`config.mk`:
```
export PLATFORM = sky130hd
export DESIGN_NAME = wsm_monitor
export DESIGN_NICKNAME = d
export VERILOG_FILES = /design/src/wsm_pkg.sv /design/src/wsm_monitor.sv
export SDC_FILE = /design/constraint.sdc
export NUM_CORES = 1
export LEC_CHECK = 0
export ABC_AREA = 1
export BUFFER_PORTS_ARGS = -buffer_cell sky130_fd_sc_hd__buf_2
export CORE_MARGIN = 10
export CORE_UTILIZATION = 35
export CTS_CLUSTER_DIAMETER = 50
export DETAILED_ROUTE_END_ITERATION = 10
export SYNTH_ARGS = -nofsm -noshare
export SYNTH_HDL_FRONTEND = slang
export SYNTH_SLANG_ARGS = --single-unit
```
`constraint.sdc`:
```
create_clock -name hclk -period 4.4 [get_ports hclk]
set_input_delay 0.88 -clock hclk [delete_from_list [all_inputs] [get_ports hclk]]
set_output_delay 0.88 -clock hclk [all_outputs]
set_load 0.01 [all_outputs]
```
`src/wsm_pkg.sv`:
```
package wsm_pkg;

  // register byte offsets
  localparam logic [7:0] WSM_SENDER_OFS = 8'h00;
  localparam logic [7:0] WSM_GROUP_OFS = 8'h04;
  localparam logic [7:0] WSM_LIMIT_OFS = 8'h08;
  localparam logic [7:0] WSM_TIME_OFS = 8'h0c;
  localparam logic [7:0] WSM_STATUS_OFS = 8'h10;
  localparam logic [7:0] WSM_PLAUS_OFS = 8'h14;

  // reset values
  localparam logic [7:0] WSM_SENDER_RST = 8'h4d;
  localparam logic [7:0] WSM_GROUP_MAIN_RST = 8'h10;
  localparam logic [7:0] WSM_GROUP_SAFE_RST = 8'h11;
  localparam logic [15:0] WSM_ANGLE_LIM_RST = 16'h000f;
  localparam logic [15:0] WSM_SPEED_LIM_RST = 16'h0032;
  localparam logic [7:0] WSM_ANGLE_PERS_RST = 8'h0a;
  localparam logic [7:0] WSM_SPEED_PERS_RST = 8'h0a;
  localparam logic [7:0] WSM_TIMEOUT_RST = 8'h08;
  localparam logic [15:0] WSM_SPOOL_LIM_RST = 16'h0064;
  localparam logic [7:0] WSM_IDLE_LIM_RST = 8'h05;
  localparam logic [7:0] WSM_PLAUS_PERS_RST = 8'h0a;

  // status field positions
  localparam int WSM_ST_SAFE = 0;
  localparam int WSM_ST_TMO = 1;
  localparam int WSM_ST_SEQ = 3;
  localparam int WSM_ST_CRC = 5;
  localparam int WSM_ST_RNG = 7;
  localparam int WSM_ST_ADIV = 9;
  localparam int WSM_ST_SDIV = 10;
  localparam int WSM_ST_PLAUS = 11;

  // timing
  localparam int WSM_TICK_MS = 10;
  localparam int WSM_CLK_KHZ = 125000;
  localparam int WSM_TICK_CYC = WSM_TICK_MS * WSM_CLK_KHZ;
  localparam int WSM_STARTUP_S = 10;
  localparam int WSM_STARTUP_TICKS = WSM_STARTUP_S * 1000 / WSM_TICK_MS;

  // message value ranges and checksum
  localparam logic signed [15:0] WSM_ANGLE_MAX = 16'sh0708;
  localparam logic signed [15:0] WSM_SPEED_MAX = 16'sh03e8;
  localparam logic [7:0] WSM_CRC_POLY = 8'h1d;
  localparam logic [7:0] WSM_CRC_INIT = 8'hff;

  typedef struct packed {
    logic valid;
    logic [7:0] sender;
    logic [7:0] group;
    logic [3:0] seq;
    logic signed [15:0] angle;
    logic signed [15:0] speed;
    logic [7:0] crc;
  } wsm_frame_t;

  typedef struct packed {
    logic signed [15:0] wheel_angle;
    logic signed [15:0] spool_pos;
  } wsm_plaus_t;

endpackage

```
`src/wsm_monitor.sv`:
```
// Contract
// - main takes primary, safety takes redundant
// - filter by sender address, default 77
// - group offset filter, defaults 16 and 17
// - timeout, sequence, checksum and range checks applied to both channels
// - message timeout in ticks forces safe
// - sequence error forces safe state
// - checksum mismatch forces safe state
// - out-of-range value forces safe state
// - persistent angle divergence forces safe
// - persistent speed divergence forces safe
// - wheel, spool, steering plausibility forces safe
//
// The AHB-Lite register port and the register addresses are this design's own decisions.
module wsm_monitor #(
  parameter int TICK_CYCLES = wsm_pkg::WSM_TICK_CYC
) (
  input wire logic hclk,
  input wire logic hresetn,
  input wire logic hsel,
  input wire logic [31:0] haddr,
  input wire logic [1:0] htrans,
  input wire logic hwrite,
  input wire logic [2:0] hsize,
  input wire logic [31:0] hwdata,
  input wire logic hready,
  output logic hreadyout,
  output logic hresp,
  output logic [31:0] hrdata,
  input wire wsm_pkg::wsm_frame_t frame_main,
  input wire wsm_pkg::wsm_frame_t frame_safe,
  input wire wsm_pkg::wsm_plaus_t plaus,
  output logic safe_state
);
  import wsm_pkg::*;

  function automatic logic [7:0] crc8(input logic [35:0] d);
    logic [7:0] c;
    c = WSM_CRC_INIT;
    for (int i = 35; i >= 0; i--) begin
      if (c[7] ^ d[i]) begin
        c = {c[6:0], 1'b0} ^ WSM_CRC_POLY;
      end else begin
        c = {c[6:0], 1'b0};
      end
    end
    return c;
  endfunction

  function automatic logic [15:0] absdiff(input logic signed [15:0] a,
                                          input logic signed [15:0] b);
    logic signed [16:0] d;
    d = 17'(a) - 17'(b);
    if (d < 0) begin
      d = -d;
    end
    return (d > 17'sh0ffff) ? 16'hffff : d[15:0];
  endfunction

  // configuration registers
  logic [15:0] sender_r;
  logic [15:0] group_r;
  logic [31:0] limit_r;
  logic [23:0] time_r;
  logic [31:0] pcfg_r;
  // fault causes
  logic [1:0] tmo_f_r, seq_f_r, crc_f_r, rng_f_r;
  logic adiv_f_r, sdiv_f_r, plaus_f_r;
  logic [31:0] status;

  // bus slave
  logic wr_pend_r;
  logic [7:0] wr_addr_r;
  logic [31:0] rd_val;
  logic [7:0] a_ofs;
  logic acc;

  assign acc = hsel && htrans[1] && hready;
  assign a_ofs = haddr[7:0];
  assign hreadyout = 1'b1;
  assign hresp = 1'b0;

  always_ff @(posedge hclk or negedge hresetn) begin
    if (!hresetn) begin
      wr_pend_r <= 1'b0;
      wr_addr_r <= 8'h00;
    end else begin
      // writes above the register window are dropped
      wr_pend_r <= acc && hwrite && haddr[31:8] == 24'h000000;
      wr_addr_r <= a_ofs;
    end
  end

  always_comb begin
    rd_val = 32'h0000_0000;
    if (haddr[31:8] == 24'h000000) begin
      case (a_ofs)
        WSM_SENDER_OFS: rd_val = {16'h0000, sender_r};
        WSM_GROUP_OFS: rd_val = {16'h0000, group_r};
        WSM_LIMIT_OFS: rd_val = limit_r;
        WSM_TIME_OFS: rd_val = {8'h00, time_r};
        WSM_STATUS_OFS: rd_val = status;
        WSM_PLAUS_OFS: rd_val = pcfg_r;
        default: rd_val = 32'h0000_0000;
      endcase
    end
    // read right behind a write sees the new value
    if (wr_pend_r && wr_addr_r == a_ofs && a_ofs != WSM_STATUS_OFS &&
        haddr[31:8] == 24'h000000) begin
      case (a_ofs)
        WSM_SENDER_OFS: rd_val = {16'h0000, hwdata[15:0]};
        WSM_GROUP_OFS: rd_val = {16'h0000, hwdata[15:0]};
        WSM_TIME_OFS: rd_val = {8'h00, hwdata[23:0]};
        WSM_LIMIT_OFS: rd_val = hwdata;
        WSM_PLAUS_OFS: rd_val = hwdata;
        default: rd_val = 32'h0000_0000;
      endcase
    end
  end

  always_ff @(posedge hclk or negedge hresetn) begin
    if (!hresetn) begin
      hrdata <= 32'h0000_0000;
    end else if (acc && !hwrite) begin
      hrdata <= rd_val;
    end
  end

  always_ff @(posedge hclk or negedge hresetn) begin
    if (!hresetn) begin
      sender_r <= {WSM_SENDER_RST, WSM_SENDER_RST};
      group_r <= {WSM_GROUP_SAFE_RST, WSM_GROUP_MAIN_RST};
      limit_r <= {WSM_SPEED_LIM_RST, WSM_ANGLE_LIM_RST};
      time_r <= {WSM_TIMEOUT_RST, WSM_SPEED_PERS_RST, WSM_ANGLE_PERS_RST};
      pcfg_r <= {WSM_PLAUS_PERS_RST, WSM_IDLE_LIM_RST, WSM_SPOOL_LIM_RST};
    end else if (wr_pend_r) begin
      case (wr_addr_r)
        WSM_SENDER_OFS: sender_r <= hwdata[15:0];
        WSM_GROUP_OFS: group_r <= hwdata[15:0];
        WSM_LIMIT_OFS: limit_r <= hwdata;
        WSM_TIME_OFS: time_r <= hwdata[23:0];
        WSM_PLAUS_OFS: pcfg_r <= hwdata;
        default: ;
      endcase
    end
  end

  // 10 ms tick
  logic [31:0] tick_cnt_r;
  logic tick;
  assign tick = (tick_cnt_r == 32'(TICK_CYCLES - 1));

  always_ff @(posedge hclk or negedge hresetn) begin
    if (!hresetn) begin
      tick_cnt_r <= 32'h0000_0000;
    end else if (tick) begin
      tick_cnt_r <= 32'h0000_0000;
    end else begin
      tick_cnt_r <= tick_cnt_r + 32'h0000_0001;
    end
  end

  // per-channel checks, 0 = main/primary, 1 = safety/redundant
  wsm_frame_t frm [2];
  logic [1:0] seen_r;
  logic signed [15:0] ang_r [2];
  logic signed [15:0] spd_r [2];
  logic [1:0] tmo_ev, seq_ev, crc_ev, rng_ev;

  assign frm[0] = frame_main;
  assign frm[1] = frame_safe;

  for (genvar ch = 0; ch < 2; ch++) begin : g_ch
    logic hit;
    logic [3:0] last_seq_r;
    logic [15:0] tmo_cnt_r;
    logic [15:0] tmo_lim;

    // same sender value may serve both channels
    assign hit = frm[ch].valid &&
                 frm[ch].sender == sender_r[ch*8 +: 8] &&
                 frm[ch].group == group_r[ch*8 +: 8];
    assign tmo_lim = seen_r[ch] ? {8'h00, time_r[23:16]} :
                     16'(WSM_STARTUP_TICKS);

    assign seq_ev[ch] = hit && seen_r[ch] &&
                        frm[ch].seq != last_seq_r + 4'h1;
    assign crc_ev[ch] = hit && frm[ch].crc != crc8({frm[ch].seq,
                        frm[ch].angle, frm[ch].speed});
    assign rng_ev[ch] = hit &&
                        (frm[ch].angle > WSM_ANGLE_MAX ||
                         frm[ch].angle < -WSM_ANGLE_MAX ||
                         frm[ch].speed > WSM_SPEED_MAX ||
                         frm[ch].speed < -WSM_SPEED_MAX);
    assign tmo_ev[ch] = !hit && tick && tmo_cnt_r >= tmo_lim;

    always_ff @(posedge hclk or negedge hresetn) begin
      if (!hresetn) begin
        seen_r[ch] <= 1'b0;
        last_seq_r <= 4'h0;
        ang_r[ch] <= 16'sh0000;
        spd_r[ch] <= 16'sh0000;
      end else if (hit) begin
        seen_r[ch] <= 1'b1;
        last_seq_r <= frm[ch].seq;
        ang_r[ch] <= frm[ch].angle;
        spd_r[ch] <= frm[ch].speed;
      end
    end

    always_ff @(posedge hclk or negedge hresetn) begin
      if (!hresetn) begin
        tmo_cnt_r <= 16'h0000;
      end else if (hit) begin
        tmo_cnt_r <= 16'h0000;
      end else if (tick && tmo_cnt_r != 16'hffff) begin
        tmo_cnt_r <= tmo_cnt_r + 16'h0001;
      end
    end
  end

  // channel cross-check
  logic [15:0] adiff, sdiff;
  logic [7:0] acnt_r, scnt_r;
  logic both;
  logic adiv_ev, sdiv_ev;

  assign both = &seen_r;
  assign adiff = absdiff(ang_r[0], ang_r[1]);
  assign sdiff = absdiff(spd_r[0], spd_r[1]);
  assign adiv_ev = tick && both && adiff > limit_r[15:0] &&
                   acnt_r >= time_r[7:0];
  assign sdiv_ev = tick && both && sdiff > limit_r[31:16] &&
                   scnt_r >= time_r[15:8];

  always_ff @(posedge hclk or negedge hresetn) begin
    if (!hresetn) begin
      acnt_r <= 8'h00;
    end else if (!both || adiff <= limit_r[15:0]) begin
      acnt_r <= 8'h00;
    end else if (tick && acnt_r != 8'hff) begin
      acnt_r <= acnt_r + 8'h01;
    end
  end

  always_ff @(posedge hclk or negedge hresetn) begin
    if (!hresetn) begin
      scnt_r <= 8'h00;
    end else if (!both || sdiff <= limit_r[31:16]) begin
      scnt_r <= 8'h00;
    end else if (tick && scnt_r != 8'hff) begin
      scnt_r <= scnt_r + 8'h01;
    end
  end

  // plausibility: spool and wheel movement against steering movement
  logic signed [15:0] wheel_prev_r;
  logic [15:0] spool_abs, wheel_step;
  logic [15:0] spd_abs;
  logic incons;
  logic [7:0] fcnt_r;
  logic plaus_ev;

  assign spool_abs = absdiff(plaus.spool_pos, 16'sh0000);
  assign wheel_step = absdiff(plaus.wheel_angle, wheel_prev_r);
  assign spd_abs = absdiff(spd_r[0], 16'sh0000);
  assign incons = both &&
                  ((spool_abs > pcfg_r[15:0] &&
                    spd_abs <= {8'h00, pcfg_r[23:16]}) ||
                   (wheel_step > {8'h00, pcfg_r[23:16]} &&
                    spool_abs <= pcfg_r[15:0] &&
                    spd_abs <= {8'h00, pcfg_r[23:16]}));
  // counters saturate so a long fault never wraps back
  assign plaus_ev = tick && incons && fcnt_r >= pcfg_r[31:24];

  always_ff @(posedge hclk or negedge hresetn) begin
    if (!hresetn) begin
      wheel_prev_r <= 16'sh0000;
    end else if (tick) begin
      wheel_prev_r <= plaus.wheel_angle;
    end
  end

  always_ff @(posedge hclk or negedge hresetn) begin
    if (!hresetn) begin
      fcnt_r <= 8'h00;
    end else if (!incons) begin
      fcnt_r <= 8'h00;
    end else if (tick && fcnt_r != 8'hff) begin
      fcnt_r <= fcnt_r + 8'h01;
    end
  end

  // sticky causes and latched safe state
  always_ff @(posedge hclk or negedge hresetn) begin
    if (!hresetn) begin
      tmo_f_r <= 2'b00;
      seq_f_r <= 2'b00;
      crc_f_r <= 2'b00;
      rng_f_r <= 2'b00;
      adiv_f_r <= 1'b0;
      sdiv_f_r <= 1'b0;
      plaus_f_r <= 1'b0;
    end else begin
      tmo_f_r <= tmo_f_r | tmo_ev;
      seq_f_r <= seq_f_r | seq_ev;
      crc_f_r <= crc_f_r | crc_ev;
      rng_f_r <= rng_f_r | rng_ev;
      adiv_f_r <= adiv_f_r | adiv_ev;
      sdiv_f_r <= sdiv_f_r | sdiv_ev;
      plaus_f_r <= plaus_f_r | plaus_ev;
    end
  end

  always_ff @(posedge hclk or negedge hresetn) begin
    if (!hresetn) begin
      safe_state <= 1'b0;
    end else if (|{tmo_ev, seq_ev, crc_ev, rng_ev, adiv_ev, sdiv_ev,
                   plaus_ev}) begin
      safe_state <= 1'b1;
    end else begin
      safe_state <= safe_state;
    end
  end

  always_comb begin
    status = 32'h0000_0000;
    status[WSM_ST_SAFE] = safe_state;
    status[WSM_ST_TMO +: 2] = tmo_f_r;
    status[WSM_ST_SEQ +: 2] = seq_f_r;
    status[WSM_ST_CRC +: 2] = crc_f_r;
    status[WSM_ST_RNG +: 2] = rng_f_r;
    status[WSM_ST_ADIV] = adiv_f_r;
    status[WSM_ST_SDIV] = sdiv_f_r;
    status[WSM_ST_PLAUS] = plaus_f_r;
  end

endmodule

```
Word-level counts from Yosys, hierarchy flattened

Index checks and enable logic that the tools add are counted.
Widths: inputs -> output; s select.

Add/sub/neg operators: 16
$lt $le $gt $ge: 31
Equality and inequality tests: 26
Mux-type cells: 99
Bitwise operators: 147
Reduce and logical (&&, ||, !) cells: 69

Operators with widths:

| operator              | count |
|---|---|
| $mux 5                | 72 |
| $not 4->4             | 70 |
| $pmux 32 s6           | 1 |
| $mux 16               | 9 |
| $mux 32               | 3 |
| $pmux 32 s3           | 1 |
| $gt 17x17->1 const B  | 5 |
| $mux 17               | 5 |
| $xor 1x1->1           | 64 |
| $lt 17x1->1 const B   | 3 |
| $neg 17->17           | 3 |
| $sub 16x16->17        | 3 |
| $gt 16x16->1          | 3 |
| $le 16x16->1          | 3 |
| $mux 8                | 6 |
| $eq 8x8->1            | 5 |
| $logic_and 1x1->1     | 40 |
| $neg 16->17           | 2 |
| $add 16x1->16 const B | 2 |
| $add 32x1->32 const B | 1 |
| $eq 32x21->1 const B  | 1 |
| $eq 8x4->1 const B    | 4 |
| $ge 16x10->1          | 2 |
| $gt 16x11->1 const B  | 2 |
| other kinds (29)      | 78 |

Register bits: 351
Input bits: 228

Logic depth before layout (Yosys ltp)

Depth after elaboration: 74
Mapped depth: 45
Mapped depth without buffers: 44

Least setup slack after synthesis

OpenSTA, ideal clock, no wires.

Kind: input -> register
From: input port plaus[16] in the netlist's numbering
To: register safe_state
Setup time: 0.121 ns
Data arrival time: 5.105 ns
Data required time: 4.279 ns
Path slack: -0.826 ns
Stages: 32
Path through: inv_1 > ha_1 > fa_1 > o21ai_0 > nand2_1 > nand2_1 > nand2_1 > nand2_1 > a21oi_1 > o21ai_0 > a21oi_1 > o21bai_1 > nand2_1 > a22oi_1 > inv_1 > clkbuf_1 > nand2_1 > o21ai_0 > ha_1 > nand3_1 > o211ai_1 > a21o_1 > a21oi_1 > o21ai_0 > a21oi_1 > o21ai_0 > a2111oi_0 > nand3b_1 > nand4_1 > nand2_1 > a21oi_1 > nand2_1

Word-level cells in the longest chain between the ends: 13
Elaborated cells on any way between the ends: 14

RTL lines:

| what                                              | RTL line                             | source |
|---|---|---|
| from (decl)                                       | wsm_monitor.sv:32                    | `input wire wsm_pkg::wsm_plaus_t plaus,` |
| $sub 16x16->17 *                                  | wsm_monitor.sv:53                    | `d = 17'(a) - 17'(b);` |
| $neg 17->17 / $lt 17x1->1 (equally long branches) | wsm_monitor.sv:55, wsm_monitor.sv:54 |  |
| $mux 17 *                                         | wsm_monitor.sv:54                    | `if (d < 0) begin` |
| $gt 17x17->1                                      | wsm_monitor.sv:57                    | `return (d > 17'sh0ffff) ? 16'hffff : d[15:0];` |
| $mux 16 *                                         | wsm_monitor.sv:57                    |  |
| $gt 16x8->1 *                                     | wsm_monitor.sv:270                   | `(wheel_step > {8'h00, pcfg_r[23:16]} &&` |
| $logic_and 1x1->1 *                               | wsm_monitor.sv:270                   |  |
| $logic_and 1x1->1 *                               | wsm_monitor.sv:271                   | `spool_abs <= pcfg_r[15:0] &&` |
| $logic_or 1x1->1 *                                | wsm_monitor.sv:269                   | `spd_abs <= {8'h00, pcfg_r[23:16]}) \|\|` |
| $logic_and 1x1->1 *                               | wsm_monitor.sv:267                   | `assign incons = both &&` |
| $logic_and 1x1->1 * (2 in a row)                  | wsm_monitor.sv:274                   | `assign plaus_ev = tick && incons && fcnt_r >= pcfg_r[31:24];` |
| $reduce_or 11->1 *                                | wsm_monitor.sv:318                   | `end else if (\|{tmo_ev, seq_ev, crc_ev, rng_ev, adiv_ev, sdiv_ev,` |
| to (signal assigned)                              | wsm_monitor.sv:322                   | `safe_state <= safe_state;` |
| to (decl)                                         | wsm_monitor.sv:33                    | `output logic safe_state` |

Mark *: on every way between the ends. The rest lies on a longest branch, timed or not.
A chain may end at the register's enable or synchronous reset.

Worst setup path in the final report

From: register spd_r[0] in the netlist's numbering
To: register safe_state

Word-level cells in the longest chain between the ends: 9
Elaborated cells on any way between the ends: 10

RTL lines:

| what                                              | RTL line                             | source |
|---|---|---|
| from (decl)                                       | wsm_monitor.sv:167                   | `logic signed [15:0] spd_r [2];` |
| from (signal, indexed assignment)                 | wsm_monitor.sv:207                   | `spd_r[ch] <= frm[ch].speed;` |
| $sub 16x16->17 *                                  | wsm_monitor.sv:53                    |  |
| $neg 17->17 / $lt 17x1->1 (equally long branches) | wsm_monitor.sv:55, wsm_monitor.sv:54 |  |
| $mux 17 *                                         | wsm_monitor.sv:54                    |  |
| $gt 17x17->1                                      | wsm_monitor.sv:57                    |  |
| $mux 16 *                                         | wsm_monitor.sv:57                    |  |
| $gt 16x16->1 *                                    | wsm_monitor.sv:233                   | `assign sdiv_ev = tick && both && sdiff > limit_r[31:16] &&` |
| $logic_and 1x1->1 * (2 in a row)                  | wsm_monitor.sv:233                   |  |
| $reduce_or 11->1 *                                | wsm_monitor.sv:318                   |  |

Marked as above.

==> results.toml <==
[detailed_routing]
ant_nets = 0
routed_wirelength_um = 92900
post_drt_wl_per_cell_um = 15.9
vias = 28834
drt_iter0_drc = 1999
drc_errors = 0
via_per_inst = 4.93
dr.pass1.iters = 6

[sta]
slew_headroom_pct = 23.2
rsz0062_at_grt = "yes"
setup_ws_ns = -0.498
min_period_over_period_pct = 111
setup_violations = 18
finClkSkew_ns = 0.0705
worst_slew_pin_slew_ns = 1.15
fmax_mhz = 204
layout_min_cycle_time_ns = 4.90
drv_slew = 0
hold_violations = 0

[finish]
fillers = 7993
fin_util_pct = 46.9
stdcell_count = 5847
layout_commonest_cell = "nand2_1"
syn_to_final_growth_pct = 32.4
ff_latch_area_mm2 = 0.00882
multiInputGateArea_mm2 = 0.0181
drive_gt1_share_pct = 27.6
finalNetCount = 5148
final_cell_mix = "886 x nand2_1, 622 x inv_1, 396 x buf_4"

[pwr]
power_frac_seq_pct = 17.5
swShare_pct = 45.6
p_comb_share_pct = 60.2
power_density_mw_per_mm2 = 512
power.switching_uw = 8670
leakage_uw = 0.0203
intPower_uw = 10400
ir_worst_vdd_mv = 0.643
clkPwrFrac_pct = 22.3

[place]
gp_congestion = 0.897
io_buffers = 256
pre_cts_ws_ns = -1.01
hpwl_um = 73600
dp.cells = 5683

[yosys]
ys.flop_type = "dfrtp_1"
synth_nets = 4511
yosysUniqueCellTypes = 58
yosys_warnings = 0
synth-edff-count = 0
synthArstFlopShare_pct = 100
synthCells = 4111
yosysSeqAreaShare_pct = 31.4
yosys_register_bits = 351
synth_area_per_cell_um2 = 6.83
synth_area_mm2 = 0.0281

[run_status]
failed_checks = "setup timing"
outcome = "finished with violations"

[critical_path]
crit_arrival_ns = 5.40
cp_slowest_cell = "dfrtp_1"
critical_path_class = "reg -> reg"
cpMostUsedCell = "a21oi_2"
critPathLaunchType = "register"
crit_fanout = 3
cp_data_required_time_ns = 4.91
max_stage_delay_ns = 0.41
cp-end-kind = "register"

[cts]
clock_latency_ns = 0.64
cts_num_sinks = 351
root_buffer = "clkbuf_16"
htree_levels = 2
cts_buffers = 52
cts.path.max_buffers = 3
clk_transition_reported_paths_ns = 0.06
cts_tree = "built"

[die]
coreArea_mm2 = 0.0793
initial_core_util_pct = 35.4
die_x_um = 303
ioPinCount = 263
die_h_um = 303
die_area_mm2 = 0.0919
row_count = 103

[global_routing]
grtUsageTotal_pct = 19.3
grt_pass1_vias = 26981
grt_pass1_wl_um = 144000
grt_max_degree = 95
antenna_found_initial = 7
grt_overflow = 0

[worst_hold_path]
hp-class = "in -> async"

[flow_run]
drv_cap = 0
==> layout make-up <==
cell class | count | share of cell area (%)
inverters | 692 | 7.14
clock buffers | 63 | 3.72
diodes | 5 | 0.0337
well taps | 1050 | 3.53
repair buffers | 664 | 12.0
flip-flops and latches | 351 | 23.7
multi-input cells | 2987 | 48.7
clock inverters | 35 | 1.08
==> what timing repair did <==
item / 4_1_cts / 5_1_grt
buffers inserted: 18 / 43
pin swaps: 13 / 169
endpoints found under the setup margin: 28 / 33
hold buffers: 0 / 0
resized for setup: 77 / 419
gates cloned: 0 / 0
==> metrics by stage <==
| stage | TNS [ns] | cell area, um2 | hold WS, ns | power (uW) |
|---|---|---|---|---|
| after floorplan | -3.27 | 28100 | 0.422 | 10000 |
| after global placement | -12.46 | 33100 | 0.451 | 12500 |
| after detailed placement | -15.10 | 33100 | 0.458 | 12700 |
| after CTS | -2.71 | 35300 | 0.288 | 17000 |
| after global routing | -15.67 | 37200 | 0.310 | 20600 |
| final | -4.65 | 37200 | 0.255 | 19000 |
==> sequential cells by signal, summed over array words and instances, names as in the netlist, 8 cells and up <==
register / cells
ang_r: 32
g_ch.tmo_cnt_r: 32
hrdata: 32
limit_r: 32
pcfg_r: 32
spd_r: 32
tick_cnt_r: 32
time_r: 24
group_r: 16
sender_r: 16
wheel_prev_r: 16
acnt_r: 8
fcnt_r: 8
g_ch.last_seq_r: 8
scnt_r: 8
wr_addr_r: 8
==> worst paths after layout <==
| path | startpoint | end | slack (ns) | cells after the start |
|---|---|---|---|---|
| max | spd_r[0] | safe_state | -0.50 | 34 |
| min | hresetn | g_ch[1].last_seq_r[2] | 0.26 | 1 |
| max reg2reg | spd_r[0] | safe_state | -0.50 | 34 |
| min reg2reg | tick_cnt_r[0] | tick_cnt_r[0] | 0.47 | 1 |
| max in group asynchronous | hresetn | pcfg_r[25] | 3.10 | 2 |
| min in group hclk | haddr[1] | wr_addr_r[1] | 0.37 | 1 |
==> power by group through the flow <==
stage	Combinational (uW)	Sequential, uW	Clock, uW
after floorplan	6630	3420	0
after global placement	9140	3390	0
after detailed placement	9280	3390	0
after CTS	9330	3340	4310
after global routing	12800	3340	4440
final	11500	3340	4230
==> metal layers <==
layer / GRT usage (%) / part of all wire, % / up-vias
li1: - / - / 14697
met1: 25.5 / 44 / 13307
met2: 32.6 / 48 / 695
met3: 3.06 / 5.9 / 129
met4: 4.80 / 2.1 / 6
met5: 0 / 0.048 / -
==> Yosys cell counts (all sizes together) (5+ instances only) <==
master | n | area share (%)
a211oi | 15 | 0.40
a21oi | 150 | 2.7
a221oi | 18 | 0.56
a31oi | 18 | 0.40
buf | 6 | 0.15
clkbuf | 75 | 1.0
clkinv | 5 | 0.067
dfrtp | 321 | 29
dfstp | 30 | 2.8
ha | 169 | 7.5
inv | 687 | 9.2
nand2 | 1182 | 17
nand3 | 330 | 6.3
nand3b | 14 | 0.42
nand4 | 61 | 1.4
nor2 | 270 | 3.6
nor3 | 85 | 1.5
nor3b | 5 | 0.13
nor4 | 44 | 0.98
o2111ai | 10 | 0.31
o211ai | 6 | 0.16
o21a | 25 | 0.67
o21ai | 290 | 5.2
o21bai | 18 | 0.48
o221ai | 13 | 0.41
o22ai | 33 | 0.74
o311ai | 8 | 0.25
o31ai | 11 | 0.29
or2 | 16 | 0.36
xnor2 | 41 | 1.3
xor2 | 120 | 3.8
==> kinds of logic after synthesis <==
family	synth area share, %
flops	31.4
fa+ha+maj	7.75
buf+inv	10.4
simple gates	32.0
compound gates	13.3
other cells	0.0268
xor+xnor	5.05
==> critical path, delay by kind of cell, from the launching register on <==
kind            cells  cell delay (ns)
compound gates     15             1.96
xor+xnor            2             0.36
fa+ha+maj           3             0.78
buf+inv             2             0.21
flops               1             0.41
simple gates       12             1.11
Power figures use the tool's default switching activity.
